$ cat config.mk
export PLATFORM = sky130hd
export DESIGN_NAME = dcc_top
export DESIGN_NICKNAME = d
export VERILOG_FILES = /design/src/design/dcc_pkg.sv /design/src/design/dcc_chan_if.sv /design/src/design/dcc_chan_fsm.sv /design/src/design/dcc_top.sv
export SDC_FILE = /design/constraint.sdc
export NUM_CORES = 1
export LEC_CHECK = 0
export BUFFER_PORTS_ARGS = -buffer_cell sky130_fd_sc_hd__buf_2
export CAP_MARGIN = 10
export CORE_MARGIN = 3
export CORE_UTILIZATION = 35
export CTS_CLUSTER_DIAMETER = 150
export DETAILED_ROUTE_END_ITERATION = 10
export GPL_TIMING_DRIVEN = 0
export PLACE_DENSITY_LB_ADDON = 0.1
export SLEW_MARGIN = 20
export SYNTH_ARGS = -nofsm -noshare
export SYNTH_HDL_FRONTEND = slang
export SYNTH_SLANG_ARGS = --single-unit
$ cat constraint.sdc
create_clock -name aclk -period 4.95 [get_ports aclk]
set_input_delay 0.99 -clock aclk [delete_from_list [all_inputs] [get_ports aclk]]
set_output_delay 0.99 -clock aclk [all_outputs]
set_load 0.02 [all_outputs]
$ cat src/design/dcc_pkg.sv
// constants and types of the dma channel control block
// Operation
// - busy reads 1 while channel active or enabled
// - write enable bit turns channel on/off
// - disable waits for transaction end, then suspends
// - chain direction picks higher or lower neighbour
// - direction ignored unless chaining is allowed
// - chain allow gates neighbour completion enabling
// - off channel accepts events only when allowed
// - auto re-enable keeps channel on after block
// - event flag set when channel event detected
// - two-bit priority, three highest, zero lowest
// - unimplemented control bits read zero
package dcc_pkg;
   localparam int unsigned NCH = 4;
   localparam int unsigned CHW = 2;
   // byte addresses
   localparam logic [7:0] ADDR_CTRL0 = 8'h00; // channel n at ADDR_CTRL0 + 4n
   localparam logic [7:0] ADDR_STAT = 8'h10;
   localparam logic [7:0] ADDR_MASK = 8'h14;
   localparam logic [7:0] ADDR_GRANT = 8'h18;
   // control register fields
   localparam int unsigned BIT_BUSY = 15;
   localparam int unsigned BIT_DIR = 8;
   localparam int unsigned BIT_ON = 7;
   localparam int unsigned BIT_AED = 6;
   localparam int unsigned BIT_CHN = 5;
   localparam int unsigned BIT_AEN = 4;
   localparam int unsigned BIT_EDET = 2;
   localparam int unsigned BIT_PRI = 0;
   localparam logic [31:0] CTRL_WMASK = 32'h0000_01F3;
   localparam logic [31:0] CTRL_RESET = 32'h0000_0000;
   // status bits per channel: block done at n, suspended at NCH+n
   localparam int unsigned STAT_W = 2 * NCH;
   localparam logic [1:0] RESP_OKAY = 2'h0;
   localparam logic [1:0] RESP_SLVERR = 2'h2;
   typedef enum logic [1:0] {
      DCC_IDLE = 2'b00,
      DCC_RUN = 2'b01,
      DCC_DRAIN = 2'b11
   } dcc_state_t;
endpackage

$ cat src/design/dcc_chan_if.sv
// per-channel control and status bundle
`timescale 1ns/1ps
interface dcc_chan_if;
   logic on;
   logic aed;
   logic aen;
   logic start_ev;
   logic abort_ev;
   logic xfer_busy;
   logic block_done;
   logic chain_en;
   logic busy;
   logic clr_on;
   logic edet;
   logic suspended;
   logic done_pulse;
   modport ctl (input on, aed, aen, start_ev, abort_ev, xfer_busy, block_done, chain_en,
      output busy, clr_on, edet, suspended, done_pulse);
   modport top (output on, aed, aen, start_ev, abort_ev, xfer_busy, block_done, chain_en,
      input busy, clr_on, edet, suspended, done_pulse);
endinterface

$ cat src/design/dcc_chan_fsm.sv
// run state of one dma channel
`timescale 1ns/1ps
module dcc_chan_fsm (
   input wire logic aclk,
   input wire logic aresetn,
   input wire logic edet_clr,
   dcc_chan_if.ctl ch
);
   dcc_pkg::dcc_state_t state_reg, state_next;
   logic edet_reg, edet_next;
   logic ev_ok;

   // next state
   always_comb begin
      ev_ok = ch.on | ch.aed;
      state_next = state_reg;
      edet_next = edet_reg & ~edet_clr;
      if (ev_ok && (ch.start_ev || ch.abort_ev)) begin
         edet_next = 1'b1;
      end
      unique case (state_reg)
         dcc_pkg::DCC_IDLE: begin
            if (ch.on || ch.chain_en) begin
               state_next = dcc_pkg::DCC_RUN;
            end
         end
         dcc_pkg::DCC_RUN: begin
            if (!ch.on || (ev_ok && ch.abort_ev)) begin
               state_next = ch.xfer_busy ? dcc_pkg::DCC_DRAIN : dcc_pkg::DCC_IDLE;
            end
         end
         dcc_pkg::DCC_DRAIN: begin
            if (!ch.xfer_busy) begin
               state_next = ch.on ? dcc_pkg::DCC_RUN : dcc_pkg::DCC_IDLE;
            end
         end
         default: state_next = dcc_pkg::DCC_IDLE;
      endcase
   end

   // registers
   always_ff @(posedge aclk) begin
      if (!aresetn) begin
         state_reg <= dcc_pkg::DCC_IDLE;
         edet_reg <= 1'b0;
      end else begin
         state_reg <= state_next;
         edet_reg <= edet_next;
      end
   end

   assign ch.busy = ch.on | (state_reg != dcc_pkg::DCC_IDLE);
   assign ch.clr_on = ch.block_done & ch.on & ~ch.aen;
   assign ch.edet = edet_reg;
   assign ch.suspended = (state_reg == dcc_pkg::DCC_DRAIN) && !ch.xfer_busy && !ch.on;
   assign ch.done_pulse = ch.block_done & ch.on;
endmodule // dcc_chan_fsm

$ cat src/design/dcc_top.sv
// dma channel control registers, chaining and priority grant
//
// The implementer's own choices: the AXI4-Lite interface to the registers and the address map.
`timescale 1ns/1ps
module dcc_top (
   input wire logic aclk,
   input wire logic aresetn,
   input wire logic [7:0] s_axi_awaddr,
   input wire logic s_axi_awvalid,
   output logic s_axi_awready,
   input wire logic [31:0] s_axi_wdata,
   input wire logic [3:0] s_axi_wstrb,
   input wire logic s_axi_wvalid,
   output logic s_axi_wready,
   output logic [1:0] s_axi_bresp,
   output logic s_axi_bvalid,
   input wire logic s_axi_bready,
   input wire logic [7:0] s_axi_araddr,
   input wire logic s_axi_arvalid,
   output logic s_axi_arready,
   output logic [31:0] s_axi_rdata,
   output logic [1:0] s_axi_rresp,
   output logic s_axi_rvalid,
   input wire logic s_axi_rready,
   input wire logic [3:0] start_ev,
   input wire logic [3:0] abort_ev,
   input wire logic [3:0] xfer_busy,
   input wire logic [3:0] block_done,
   input wire logic [3:0] req,
   output logic [3:0] chan_on,
   output logic grant_valid,
   output logic [1:0] grant_chan,
   output logic irq
);
   localparam int unsigned N = dcc_pkg::NCH;

   // control fields per channel
   logic [N-1:0] on_reg, on_next;
   logic [N-1:0] aed_reg, aed_next;
   logic [N-1:0] chn_reg, chn_next;
   logic [N-1:0] aen_reg, aen_next;
   logic [N-1:0] dir_reg, dir_next;
   logic [1:0] pri_reg [N], pri_next [N];
   logic [N-1:0] busy_w, clr_on_w, edet_w, susp_w, done_w, chain_w;
   logic [N-1:0] edet_clr;
   // interrupt state
   logic [dcc_pkg::STAT_W-1:0] stat_reg, stat_next, mask_reg, mask_next;
   // bus state
   logic aw_full_reg, aw_full_next, w_full_reg, w_full_next;
   logic [7:0] awaddr_reg, awaddr_next;
   logic [31:0] wdata_reg, wdata_next;
   logic [3:0] wstrb_reg, wstrb_next;
   logic bvalid_reg, bvalid_next;
   logic [1:0] bresp_reg, bresp_next;
   logic rvalid_reg, rvalid_next;
   logic [31:0] rdata_reg, rdata_next;
   logic [1:0] rresp_reg, rresp_next;
   logic grant_valid_reg, grant_valid_next;
   logic [1:0] grant_chan_reg, grant_chan_next;
   logic irq_reg, irq_next;
   logic wr_go, rd_go;

   // decode a byte address to a channel control index, or none
   function automatic logic [2:0] ctrl_index(input logic [7:0] a);
      ctrl_index = 3'h4;
      if (a[7:4] == 4'h0 && a[1:0] == 2'h0) begin
         ctrl_index = {1'b0, a[3:2]};
      end
   endfunction

   // assemble a channel control word; reserved bits read zero
   function automatic logic [31:0] ctrl_word(input int unsigned c);
      ctrl_word = dcc_pkg::CTRL_RESET;
      ctrl_word[dcc_pkg::BIT_BUSY] = busy_w[c];
      ctrl_word[dcc_pkg::BIT_DIR] = dir_reg[c];
      ctrl_word[dcc_pkg::BIT_ON] = on_reg[c];
      ctrl_word[dcc_pkg::BIT_AED] = aed_reg[c];
      ctrl_word[dcc_pkg::BIT_CHN] = chn_reg[c];
      ctrl_word[dcc_pkg::BIT_AEN] = aen_reg[c];
      ctrl_word[dcc_pkg::BIT_EDET] = edet_w[c];
      ctrl_word[dcc_pkg::BIT_PRI +: 2] = pri_reg[c];
   endfunction

   assign wr_go = aw_full_reg && w_full_reg && !bvalid_reg;
   assign rd_go = s_axi_arvalid && !rvalid_reg;

   // one channel engine each, plus chaining source select
   generate
      for (genvar g = 0; g < N; g++) begin : g_ch
         dcc_chan_if cif ();
         logic from_low, from_high;
         if (g > 0) begin : g_lo
            assign from_low = done_w[g-1];
         end else begin : g_lo0
            assign from_low = 1'b0;
         end
         if (g < N - 1) begin : g_hi
            assign from_high = done_w[g+1];
         end else begin : g_hi0
            assign from_high = 1'b0;
         end
         // direction only matters with chaining allowed
         assign chain_w[g] = chn_reg[g] & (dir_reg[g] ? from_high : from_low);
         assign cif.on = on_reg[g];
         assign cif.aed = aed_reg[g];
         assign cif.aen = aen_reg[g];
         assign cif.start_ev = start_ev[g];
         assign cif.abort_ev = abort_ev[g];
         assign cif.xfer_busy = xfer_busy[g];
         assign cif.block_done = block_done[g];
         assign cif.chain_en = chain_w[g];
         assign busy_w[g] = cif.busy;
         assign clr_on_w[g] = cif.clr_on;
         assign edet_w[g] = cif.edet;
         assign susp_w[g] = cif.suspended;
         assign done_w[g] = cif.done_pulse;
         dcc_chan_fsm u_fsm (
            .aclk(aclk),
            .aresetn(aresetn),
            .edet_clr(edet_clr[g]),
            .ch(cif.ctl)
         );
      end
   endgenerate

   // register writes, hardware updates and interrupt status
   always_comb begin
      logic [2:0] wi;
      logic [31:0] d;
      wi = ctrl_index(awaddr_reg);
      d = wdata_reg & dcc_pkg::CTRL_WMASK;
      on_next = on_reg;
      aed_next = aed_reg;
      chn_next = chn_reg;
      aen_next = aen_reg;
      dir_next = dir_reg;
      pri_next = pri_reg;
      edet_clr = '0;
      mask_next = mask_reg;
      stat_next = stat_reg;
      if (wr_go && !wi[2] && wstrb_reg[0]) begin
         on_next[wi[1:0]] = d[dcc_pkg::BIT_ON];
         aed_next[wi[1:0]] = d[dcc_pkg::BIT_AED];
         chn_next[wi[1:0]] = d[dcc_pkg::BIT_CHN];
         aen_next[wi[1:0]] = d[dcc_pkg::BIT_AEN];
         pri_next[wi[1:0]] = d[dcc_pkg::BIT_PRI +: 2];
         edet_clr[wi[1:0]] = ~wdata_reg[dcc_pkg::BIT_EDET]; // zero clears
      end
      if (wr_go && !wi[2] && wstrb_reg[1]) begin
         dir_next[wi[1:0]] = d[dcc_pkg::BIT_DIR];
      end
      if (wr_go && awaddr_reg == dcc_pkg::ADDR_STAT) begin
         stat_next = stat_reg & ~wdata_reg[dcc_pkg::STAT_W-1:0];
      end
      if (wr_go && awaddr_reg == dcc_pkg::ADDR_MASK) begin
         mask_next = wdata_reg[dcc_pkg::STAT_W-1:0];
      end
      // hardware events beat software writes
      for (int c = 0; c < N; c++) begin
         if (clr_on_w[c]) begin
            on_next[c] = 1'b0;
         end
         if (chain_w[c]) begin
            on_next[c] = 1'b1;
         end
         stat_next[c] = stat_next[c] | done_w[c];
         stat_next[N+c] = stat_next[N+c] | susp_w[c];
      end
      irq_next = |(stat_next & mask_next);
   end

   // fixed-priority grant among requesting enabled channels
   always_comb begin
      logic [1:0] best;
      best = 2'h0;
      grant_valid_next = 1'b0;
      grant_chan_next = 2'h0;
      for (int c = 0; c < N; c++) begin
         if (req[c] && on_reg[c] && (!grant_valid_next || pri_reg[c] > best)) begin
            grant_valid_next = 1'b1;
            grant_chan_next = c[1:0];
            best = pri_reg[c];
         end
      end
   end

   // axi write and read channels
   always_comb begin
      logic [2:0] ri;
      logic [2:0] wj;
      ri = ctrl_index(s_axi_araddr);
      wj = ctrl_index(awaddr_reg);
      aw_full_next = aw_full_reg;
      w_full_next = w_full_reg;
      awaddr_next = awaddr_reg;
      wdata_next = wdata_reg;
      wstrb_next = wstrb_reg;
      bvalid_next = bvalid_reg;
      bresp_next = bresp_reg;
      rvalid_next = rvalid_reg;
      rdata_next = rdata_reg;
      rresp_next = rresp_reg;
      if (s_axi_awvalid && !aw_full_reg) begin
         aw_full_next = 1'b1;
         awaddr_next = s_axi_awaddr;
      end
      if (s_axi_wvalid && !w_full_reg) begin
         w_full_next = 1'b1;
         wdata_next = s_axi_wdata;
         wstrb_next = s_axi_wstrb;
      end
      if (wr_go) begin
         aw_full_next = 1'b0;
         w_full_next = 1'b0;
         bvalid_next = 1'b1;
         bresp_next = (!wj[2] || awaddr_reg == dcc_pkg::ADDR_STAT ||
            awaddr_reg == dcc_pkg::ADDR_MASK) ? dcc_pkg::RESP_OKAY : dcc_pkg::RESP_SLVERR;
      end
      if (bvalid_reg && s_axi_bready) begin
         bvalid_next = 1'b0;
      end
      if (rd_go) begin
         rvalid_next = 1'b1;
         rresp_next = dcc_pkg::RESP_OKAY;
         rdata_next = 32'h0000_0000;
         if (!ri[2]) begin
            rdata_next = ctrl_word(32'(ri[1:0]));
         end else if (s_axi_araddr == dcc_pkg::ADDR_STAT) begin
            rdata_next[dcc_pkg::STAT_W-1:0] = stat_reg;
         end else if (s_axi_araddr == dcc_pkg::ADDR_MASK) begin
            rdata_next[dcc_pkg::STAT_W-1:0] = mask_reg;
         end else if (s_axi_araddr == dcc_pkg::ADDR_GRANT) begin
            rdata_next[2:0] = {grant_valid_reg, grant_chan_reg};
         end else begin
            rresp_next = dcc_pkg::RESP_SLVERR;
         end
      end else if (rvalid_reg && s_axi_rready) begin
         rvalid_next = 1'b0;
      end
   end

   // all registers
   always_ff @(posedge aclk) begin
      if (!aresetn) begin
         on_reg <= '0;
         aed_reg <= '0;
         chn_reg <= '0;
         aen_reg <= '0;
         dir_reg <= '0;
         for (int c = 0; c < N; c++) begin
            pri_reg[c] <= 2'h0;
         end
         stat_reg <= '0;
         mask_reg <= '0;
         irq_reg <= 1'b0;
         aw_full_reg <= 1'b0;
         w_full_reg <= 1'b0;
         awaddr_reg <= 8'h00;
         wdata_reg <= 32'h0000_0000;
         wstrb_reg <= 4'h0;
         bvalid_reg <= 1'b0;
         bresp_reg <= 2'h0;
         rvalid_reg <= 1'b0;
         rdata_reg <= 32'h0000_0000;
         rresp_reg <= 2'h0;
         grant_valid_reg <= 1'b0;
         grant_chan_reg <= 2'h0;
      end else begin
         on_reg <= on_next;
         aed_reg <= aed_next;
         chn_reg <= chn_next;
         aen_reg <= aen_next;
         dir_reg <= dir_next;
         pri_reg <= pri_next;
         stat_reg <= stat_next;
         mask_reg <= mask_next;
         irq_reg <= irq_next;
         aw_full_reg <= aw_full_next;
         w_full_reg <= w_full_next;
         awaddr_reg <= awaddr_next;
         wdata_reg <= wdata_next;
         wstrb_reg <= wstrb_next;
         bvalid_reg <= bvalid_next;
         bresp_reg <= bresp_next;
         rvalid_reg <= rvalid_next;
         rdata_reg <= rdata_next;
         rresp_reg <= rresp_next;
         grant_valid_reg <= grant_valid_next;
         grant_chan_reg <= grant_chan_next;
      end
   end

   // outputs straight from flip-flops
   assign s_axi_awready = ~aw_full_reg;
   assign s_axi_wready = ~w_full_reg;
   assign s_axi_bvalid = bvalid_reg;
   assign s_axi_bresp = bresp_reg;
   assign s_axi_arready = ~rvalid_reg;
   assign s_axi_rvalid = rvalid_reg;
   assign s_axi_rdata = rdata_reg;
   assign s_axi_rresp = rresp_reg;
   assign chan_on = on_reg;
   assign grant_valid = grant_valid_reg;
   assign grant_chan = grant_chan_reg;
   assign irq = irq_reg;
endmodule // dcc_top

Word-level counts from Yosys, hierarchy flattened
Index checks and enable logic that the tools add are counted.
{ "op_classes": {"mux": 96, "reduce_logical": 96, "n_lt_le_gt_ge": 9, "eq_ne": 25, "bitwise_logic": 51} }
{ "op_table": {"columns": ["operator", "n"], "rows": [
  ["$mux W2", 29],
  ["$eq A8 B5 Y1 const B", 5],
  ["$mux W8", 5],
  ["$logic_and A1 B1 Y1", 39],
  ["$mux W1", 35],
  ["$ge A33 B3 Y1 const B", 1],
  ["$not A2 Y33", 1],
  ["$pmux W2 S3", 4],
  ["$bwmux W4", 5],
  ["$logic_or A1 B1 Y1", 17],
  ["$and A1 B1 Y1", 16],
  ["$and A8 B8 Y8", 2],
  ["$logic_not A1 Y1", 16],
  ["$ne A2 B1 Y1 const B", 8],
  ["$or A1 B1 Y1", 16],
  ["$bmux W1 S2", 7],
  ["$not A1 Y1", 13],
  ["$logic_not A2 Y1", 6],
  ["$mux W3", 4],
  ["$reduce_and A3 Y1", 4],
  ["$reduce_bool A3 Y1", 4],
  ["$reduce_bool A2 Y1", 5],
  ["$bwmux W8", 1],
  ["$eq A2 B1 Y1 const B", 4],
  ["18 further kinds", 30]
]} }
{ "word_totals": {"output_inout_bits": 49, "in_bits": 79, "register_bits": 119, "wordCells": 312} }

Depth between registers and ports, before layout
{ "logic_depth": {"word_depth": 14, "ltp_mapped": 18, "mapped_depth_nobuf": 17} }

Modules after synthesis
From an unflattened synthesis, not the netlist that was laid out.
{ "hier_totals": {"hier_cells": 541, "area_unflattened_um2": 4839.6} }
{ "modules_own_cells": {"columns": ["mod", "area_per_inst_um2", "instances", "cells_per_inst", "seq_area_each_um2"], "rows": [
  ["dcc_top", 4194.0, 1, 465, 1661.6],
  ["dcc_chan_fsm", 161.4, 4, 19, 60.1]
]} }

Worst setup path before layout
Ideal clock, no wire load.
{ "synth_timing": {"kind": "in2reg", "startpoint": "input req[0]", "endpoint": "register grant_chan_reg[0], in the netlist grant_chan[0]", "required_time_ps": 4835, "setup_slack_ps": 813, "n_path_buf": 0, "setup_ps": 115, "stages": 16, "arrival_time_ps": 4023, "path_cell_list": "and3_1 > ha_1 > nand2_1 > o21ai_0 > a31oi_1 > mux2_2 > ha_1 > nor2b_1 > o21ai_0 > a21oi_1 > mux2_2 > ha_1 > nor2b_1 > o21ai_0 > a21oi_1 > o21a_1"} }
{ "synth_via": {"elab_chain_len": 14, "word_cells_on_any_way": 22, "cone_classes": "order compare: 3; mux: 9; reduce/logical: 10"} }
{ "synth_rtl": {"columns": ["element", "line_no", "source"], "rows": [
  ["from (decl)", "dcc_top.sv:29", "input wire logic [3:0] req,"],
  ["$logic_and A1 B1 Y1 *", "dcc_top.sv:179", "if (req[c] && on_reg[c] && (!grant_valid_next || pri_reg[c] > best)) begin"],
  ["$mux W2 / $mux W1 (equally long branches)", "dcc_top.sv:179", null],
  ["$gt A2 B2 Y1 / $logic_not A1 Y1 (equally long branches)", "dcc_top.sv:179", null],
  ["$logic_or A1 B1 Y1", "dcc_top.sv:179", null],
  ["$logic_and A1 B1 Y1", "dcc_top.sv:179", null],
  ["$mux W2 / $mux W1 (equally long branches)", "dcc_top.sv:179", null],
  ["$gt A2 B2 Y1 / $logic_not A1 Y1 (equally long branches)", "dcc_top.sv:179", null],
  ["$logic_or A1 B1 Y1", "dcc_top.sv:179", null],
  ["$logic_and A1 B1 Y1", "dcc_top.sv:179", null],
  ["$mux W2 / $mux W1 (equally long branches)", "dcc_top.sv:179", null],
  ["$gt A2 B2 Y1 / $logic_not A1 Y1 (equally long branches)", "dcc_top.sv:179", null],
  ["$logic_or A1 B1 Y1", "dcc_top.sv:179", null],
  ["$logic_and A1 B1 Y1", "dcc_top.sv:179", null],
  ["$mux W2 *", "dcc_top.sv:179", null],
  ["to (signal assigned)", "dcc_top.sv:289", "grant_chan_reg <= grant_chan_next;"],
  ["to (decl)", "dcc_top.sv:59", "logic [1:0] grant_chan_reg, grant_chan_next;"]
]} }
Mark *: on every way between the ends. The rest lies on a longest branch, timed or not.
A chain may end at the register's enable or synchronous reset.

Worst setup path after layout
{ "layout_timing": {"startpoint": "register on_reg[0], in the netlist chan_on[0]", "endpoint": "register grant_chan_reg[0], in the netlist grant_chan[0]"} }
{ "layout_via": {"elab_chain_len": 14, "word_cells_on_any_way": 22, "cone_classes": "order compare: 3; mux: 9; reduce/logical: 10"} }
{ "layout_rtl": {"columns": ["element", "line_no", "source"], "rows": [
  ["from (decl)", "dcc_top.sv:38", "logic [N-1:0] on_reg, on_next;"],
  ["from (signal assigned)", "dcc_top.sv:269", "on_reg <= on_next;"],
  ["$logic_and A1 B1 Y1 *", "dcc_top.sv:179", null],
  ["$mux W2 / $mux W1 (equally long branches)", "dcc_top.sv:179", null],
  ["$gt A2 B2 Y1 / $logic_not A1 Y1 (equally long branches)", "dcc_top.sv:179", null],
  ["$logic_or A1 B1 Y1", "dcc_top.sv:179", null],
  ["$logic_and A1 B1 Y1", "dcc_top.sv:179", null],
  ["$mux W2 / $mux W1 (equally long branches)", "dcc_top.sv:179", null],
  ["$gt A2 B2 Y1 / $logic_not A1 Y1 (equally long branches)", "dcc_top.sv:179", null],
  ["$logic_or A1 B1 Y1", "dcc_top.sv:179", null],
  ["$logic_and A1 B1 Y1", "dcc_top.sv:179", null],
  ["$mux W2 / $mux W1 (equally long branches)", "dcc_top.sv:179", null],
  ["$gt A2 B2 Y1 / $logic_not A1 Y1 (equally long branches)", "dcc_top.sv:179", null],
  ["$logic_or A1 B1 Y1", "dcc_top.sv:179", null],
  ["$logic_and A1 B1 Y1", "dcc_top.sv:179", null],
  ["$mux W2 *", "dcc_top.sv:179", null]
]} }
Marked as above.

==> impl_metrics.yaml <==
status:
  status: "complete, no violations"
power:
  power_w: 0.001699
  power_density_mw_per_mm2: 297.3
  p_leak_nw: 2.398
  ir_drop_mv: 0.1773
setup_path:
  crit_slowest_cell: "dfxtp_1"
  crit_family: "compound AO/OA/AOI/OAI gates"
  cp_cell_sequence: "clkbuf_1, nand3_1, ha_1, nor2b_1, o21ai_0, a31oi_1, mux2_2, ha_1, nor2b_1, o21ai_0, a21oi_1, mux2_2, ha_1, nor2b_1, o21ai_0, a21oi_1, o21a_1"
  crit_fanout: 10
  start_kind: "register"
  critical_path_buf_inv_count: 1
  required_ns: 5.19
  cp_num_cells: 17
  cp-end-kind: "register"
  critPathMaxStageDelay_ns: 0.43
  critPathKind: "reg2reg"
  cp_data_arrival_time_ns: 4.78
  reg2regPathDepth: 17
die:
  core_area_mm2: 0.01288
  start_util: 0.3660
  row_count: 41
  pin_count: 128
  die_area_mm2: 0.01490
  die_h_um: 122.0
  die_w_um: 122.0
global_routing:
  grt_pass1_vias: 4093
  grt.overflow.total: 0
  globalRouteTotalUtil: 0.1945
  grt_antenna_before_repair: 0
  grt_pass1_wl_um: 22040
  grt_max_degree: 16
timing:
  slew-limit-headroom: 0.3670
  finalSetupViolCount: 0
  rsz0062_at_grt: "no"
  fin_crit_sh: 0.9159
  fmax_mhz: 220.6
  finalClockSkew_ns: 0.005529
  hold_viol_final: 0
  worst_slack_ns: 0.4162
  finalCriticalPeriod_ns: 4.534
  worst_pin_slew_ns: 0.9408
  setup-tns-final_ns: 0
  maxSlewViolCount: 0
clocking:
  clk_latency_ns: 0.35
  postCtsResizedCells: 0
  cts_max_level: 3
  cts_made_buffers: 9
  cts_tree: "built"
  hold_buffers: 0
  clock-root-buffer: "clkbuf_16"
  clock_sinks: 95
  clk_pin_slew_ns: 0.07
  max-clock-path-buffers: 2
  cts_setup_buffers: 0
synth:
  avgSynthCellArea_um2: 8.523
  ys_seq_area_frac: 0.4035
  synth_area_leaders: "dfxtp_1, mux2i_1, nand2_1"
  synth_area_mm2: 0.004713
  synth_edf_count: 0
  yosys_warnings: 0
  yosys.cell_count.top_type: "dfxtp_1"
  synthDistinctLibCells: 51
  netlist_instances: 553
  synth_top_area_frac: 0.4035
  synth_seq_cells: 95
  async_reset_ff_frac: 0
  yosys-top-cells-count: "dfxtp_1, nand2_1, a21oi_1, nor2_1, mux2i_1"
  synth_top_cell_by_area: "dfxtp_1"
  synth_flop_cell: "dfxtp_1"
run:
  drv_cap: 0
min_path:
  hold_path_class: "reg2reg"
  min_path_cells: 2
drt:
  vias_per_cell: 5.080
  drtAntennaViolNets: 0
  firstDrtPassIters: 5
  detailedRoute.firstIterationViolations: 231
  vias: 4272
  wire_per_inst_um: 16.88
  drt-total-wl_um: 14190
  route.detailed.drc: 0
cells_and_area:
  multi_input_area_mm2: 0.002505
  regArea_mm2: 0.001902
  nets: 749
  fin_cells: 841
  drive_gt1_frac: 0.2182
  n_antenna_cell: 0
  fin_util: 0.4439
  syn2layout_area_growth_pct: 21.26
  num-fill-cells: 1343
  largest_reg_flops: 10
placement:
  dp_hpwl_um: 10920
  pre_cts_ws_ns: 0.2759
  gp_congestion: 0.8461
  portBuffers: 77
  dp_cells: 825
[final cells by class]
cell class              count  area share
multi-input cells         413      0.4383
flip-flops and latches     95      0.3327
repair buffers             77     0.06743
plain buffers              54     0.05954
clock buffers              11     0.04072
well taps                 172     0.03765
clock inverters             5     0.01445
inverters                  14    0.009194
[stage by stage]
stage / hold WS, ns / cell area [um^2]
final: 0.4682 / 5715
after global routing: 0.4920 / 5715
after CTS: 0.4756 / 5715
after detailed placement: 0.4624 / 5400
after global placement: 0.4596 / 5400
after floorplan: 0.4323 / 4800
[cells by family (layout without fill, tap and decap cells)]
family          Yosys count  in the layout  share of synthesized area
compound gates          122            122                     0.1564
flops                    95             95                     0.4035
other cells               1             24                  0.0007956
buf+inv                  68            161                    0.08335
mux                      57             57                     0.1242
simple gates            204            204                     0.2158
fa+ha+maj                 6              6                    0.01593
[report_power, final]
group          internal, W  total (W)  switching, W
Clock             0.000444   0.000751      0.000306
Sequential        0.000777   0.000796     0.0000186
Combinational    0.0000598   0.000153     0.0000928
Total              0.00128    0.00170      0.000418
[path summary, 6_finish.rpt]
kind / from / endpoint / slack, ns
max: chan_on[0] / grant_chan[0] / 0.42
min: s_axi_bresp[1] / s_axi_bresp[1] / 0.47
max reg2reg: chan_on[0] / grant_chan[0] / 0.42
min reg2reg: s_axi_bresp[1] / s_axi_bresp[1] / 0.47
[worst min-delay path, delay by kind of cell (launching register included)]
| family | cells | cell delay, ns |
|---|---|---|
| buffers and inverters | 1 | 0.05 |
| AOI/OAI and AO/OA | 1 | 0.05 |
| DFF | 1 | 0.31 |
[routing by layer]
layer | GRT usage | routed length (um) | share of wire
met4 | 0.07563 | 350 | 0.025
met3 | 0.04503 | 1019 | 0.072
met5 | 0 | 0 | 0
met1 | 0.2623 | 6620 | 0.47
met2 | 0.3018 | 6204 | 0.44
[placed cells by master, fill, tap and decap left out, types with 6 or more instances in the layout]
master	instances
nor2b_1	10
nand2b_1	6
inv_1	13
o22ai_1	9
ha_1	6
nand3_1	14
nand2_1	77
o21ai_0	23
a21oi_1	52
conb_1	24
buf_4	29
buf_2	80
clkbuf_1	20
mux2i_1	45
dfxtp_1	95
nor2_1	52
mux2_2	12
clkbuf_16	9
(Power assumes the default switching activity.)
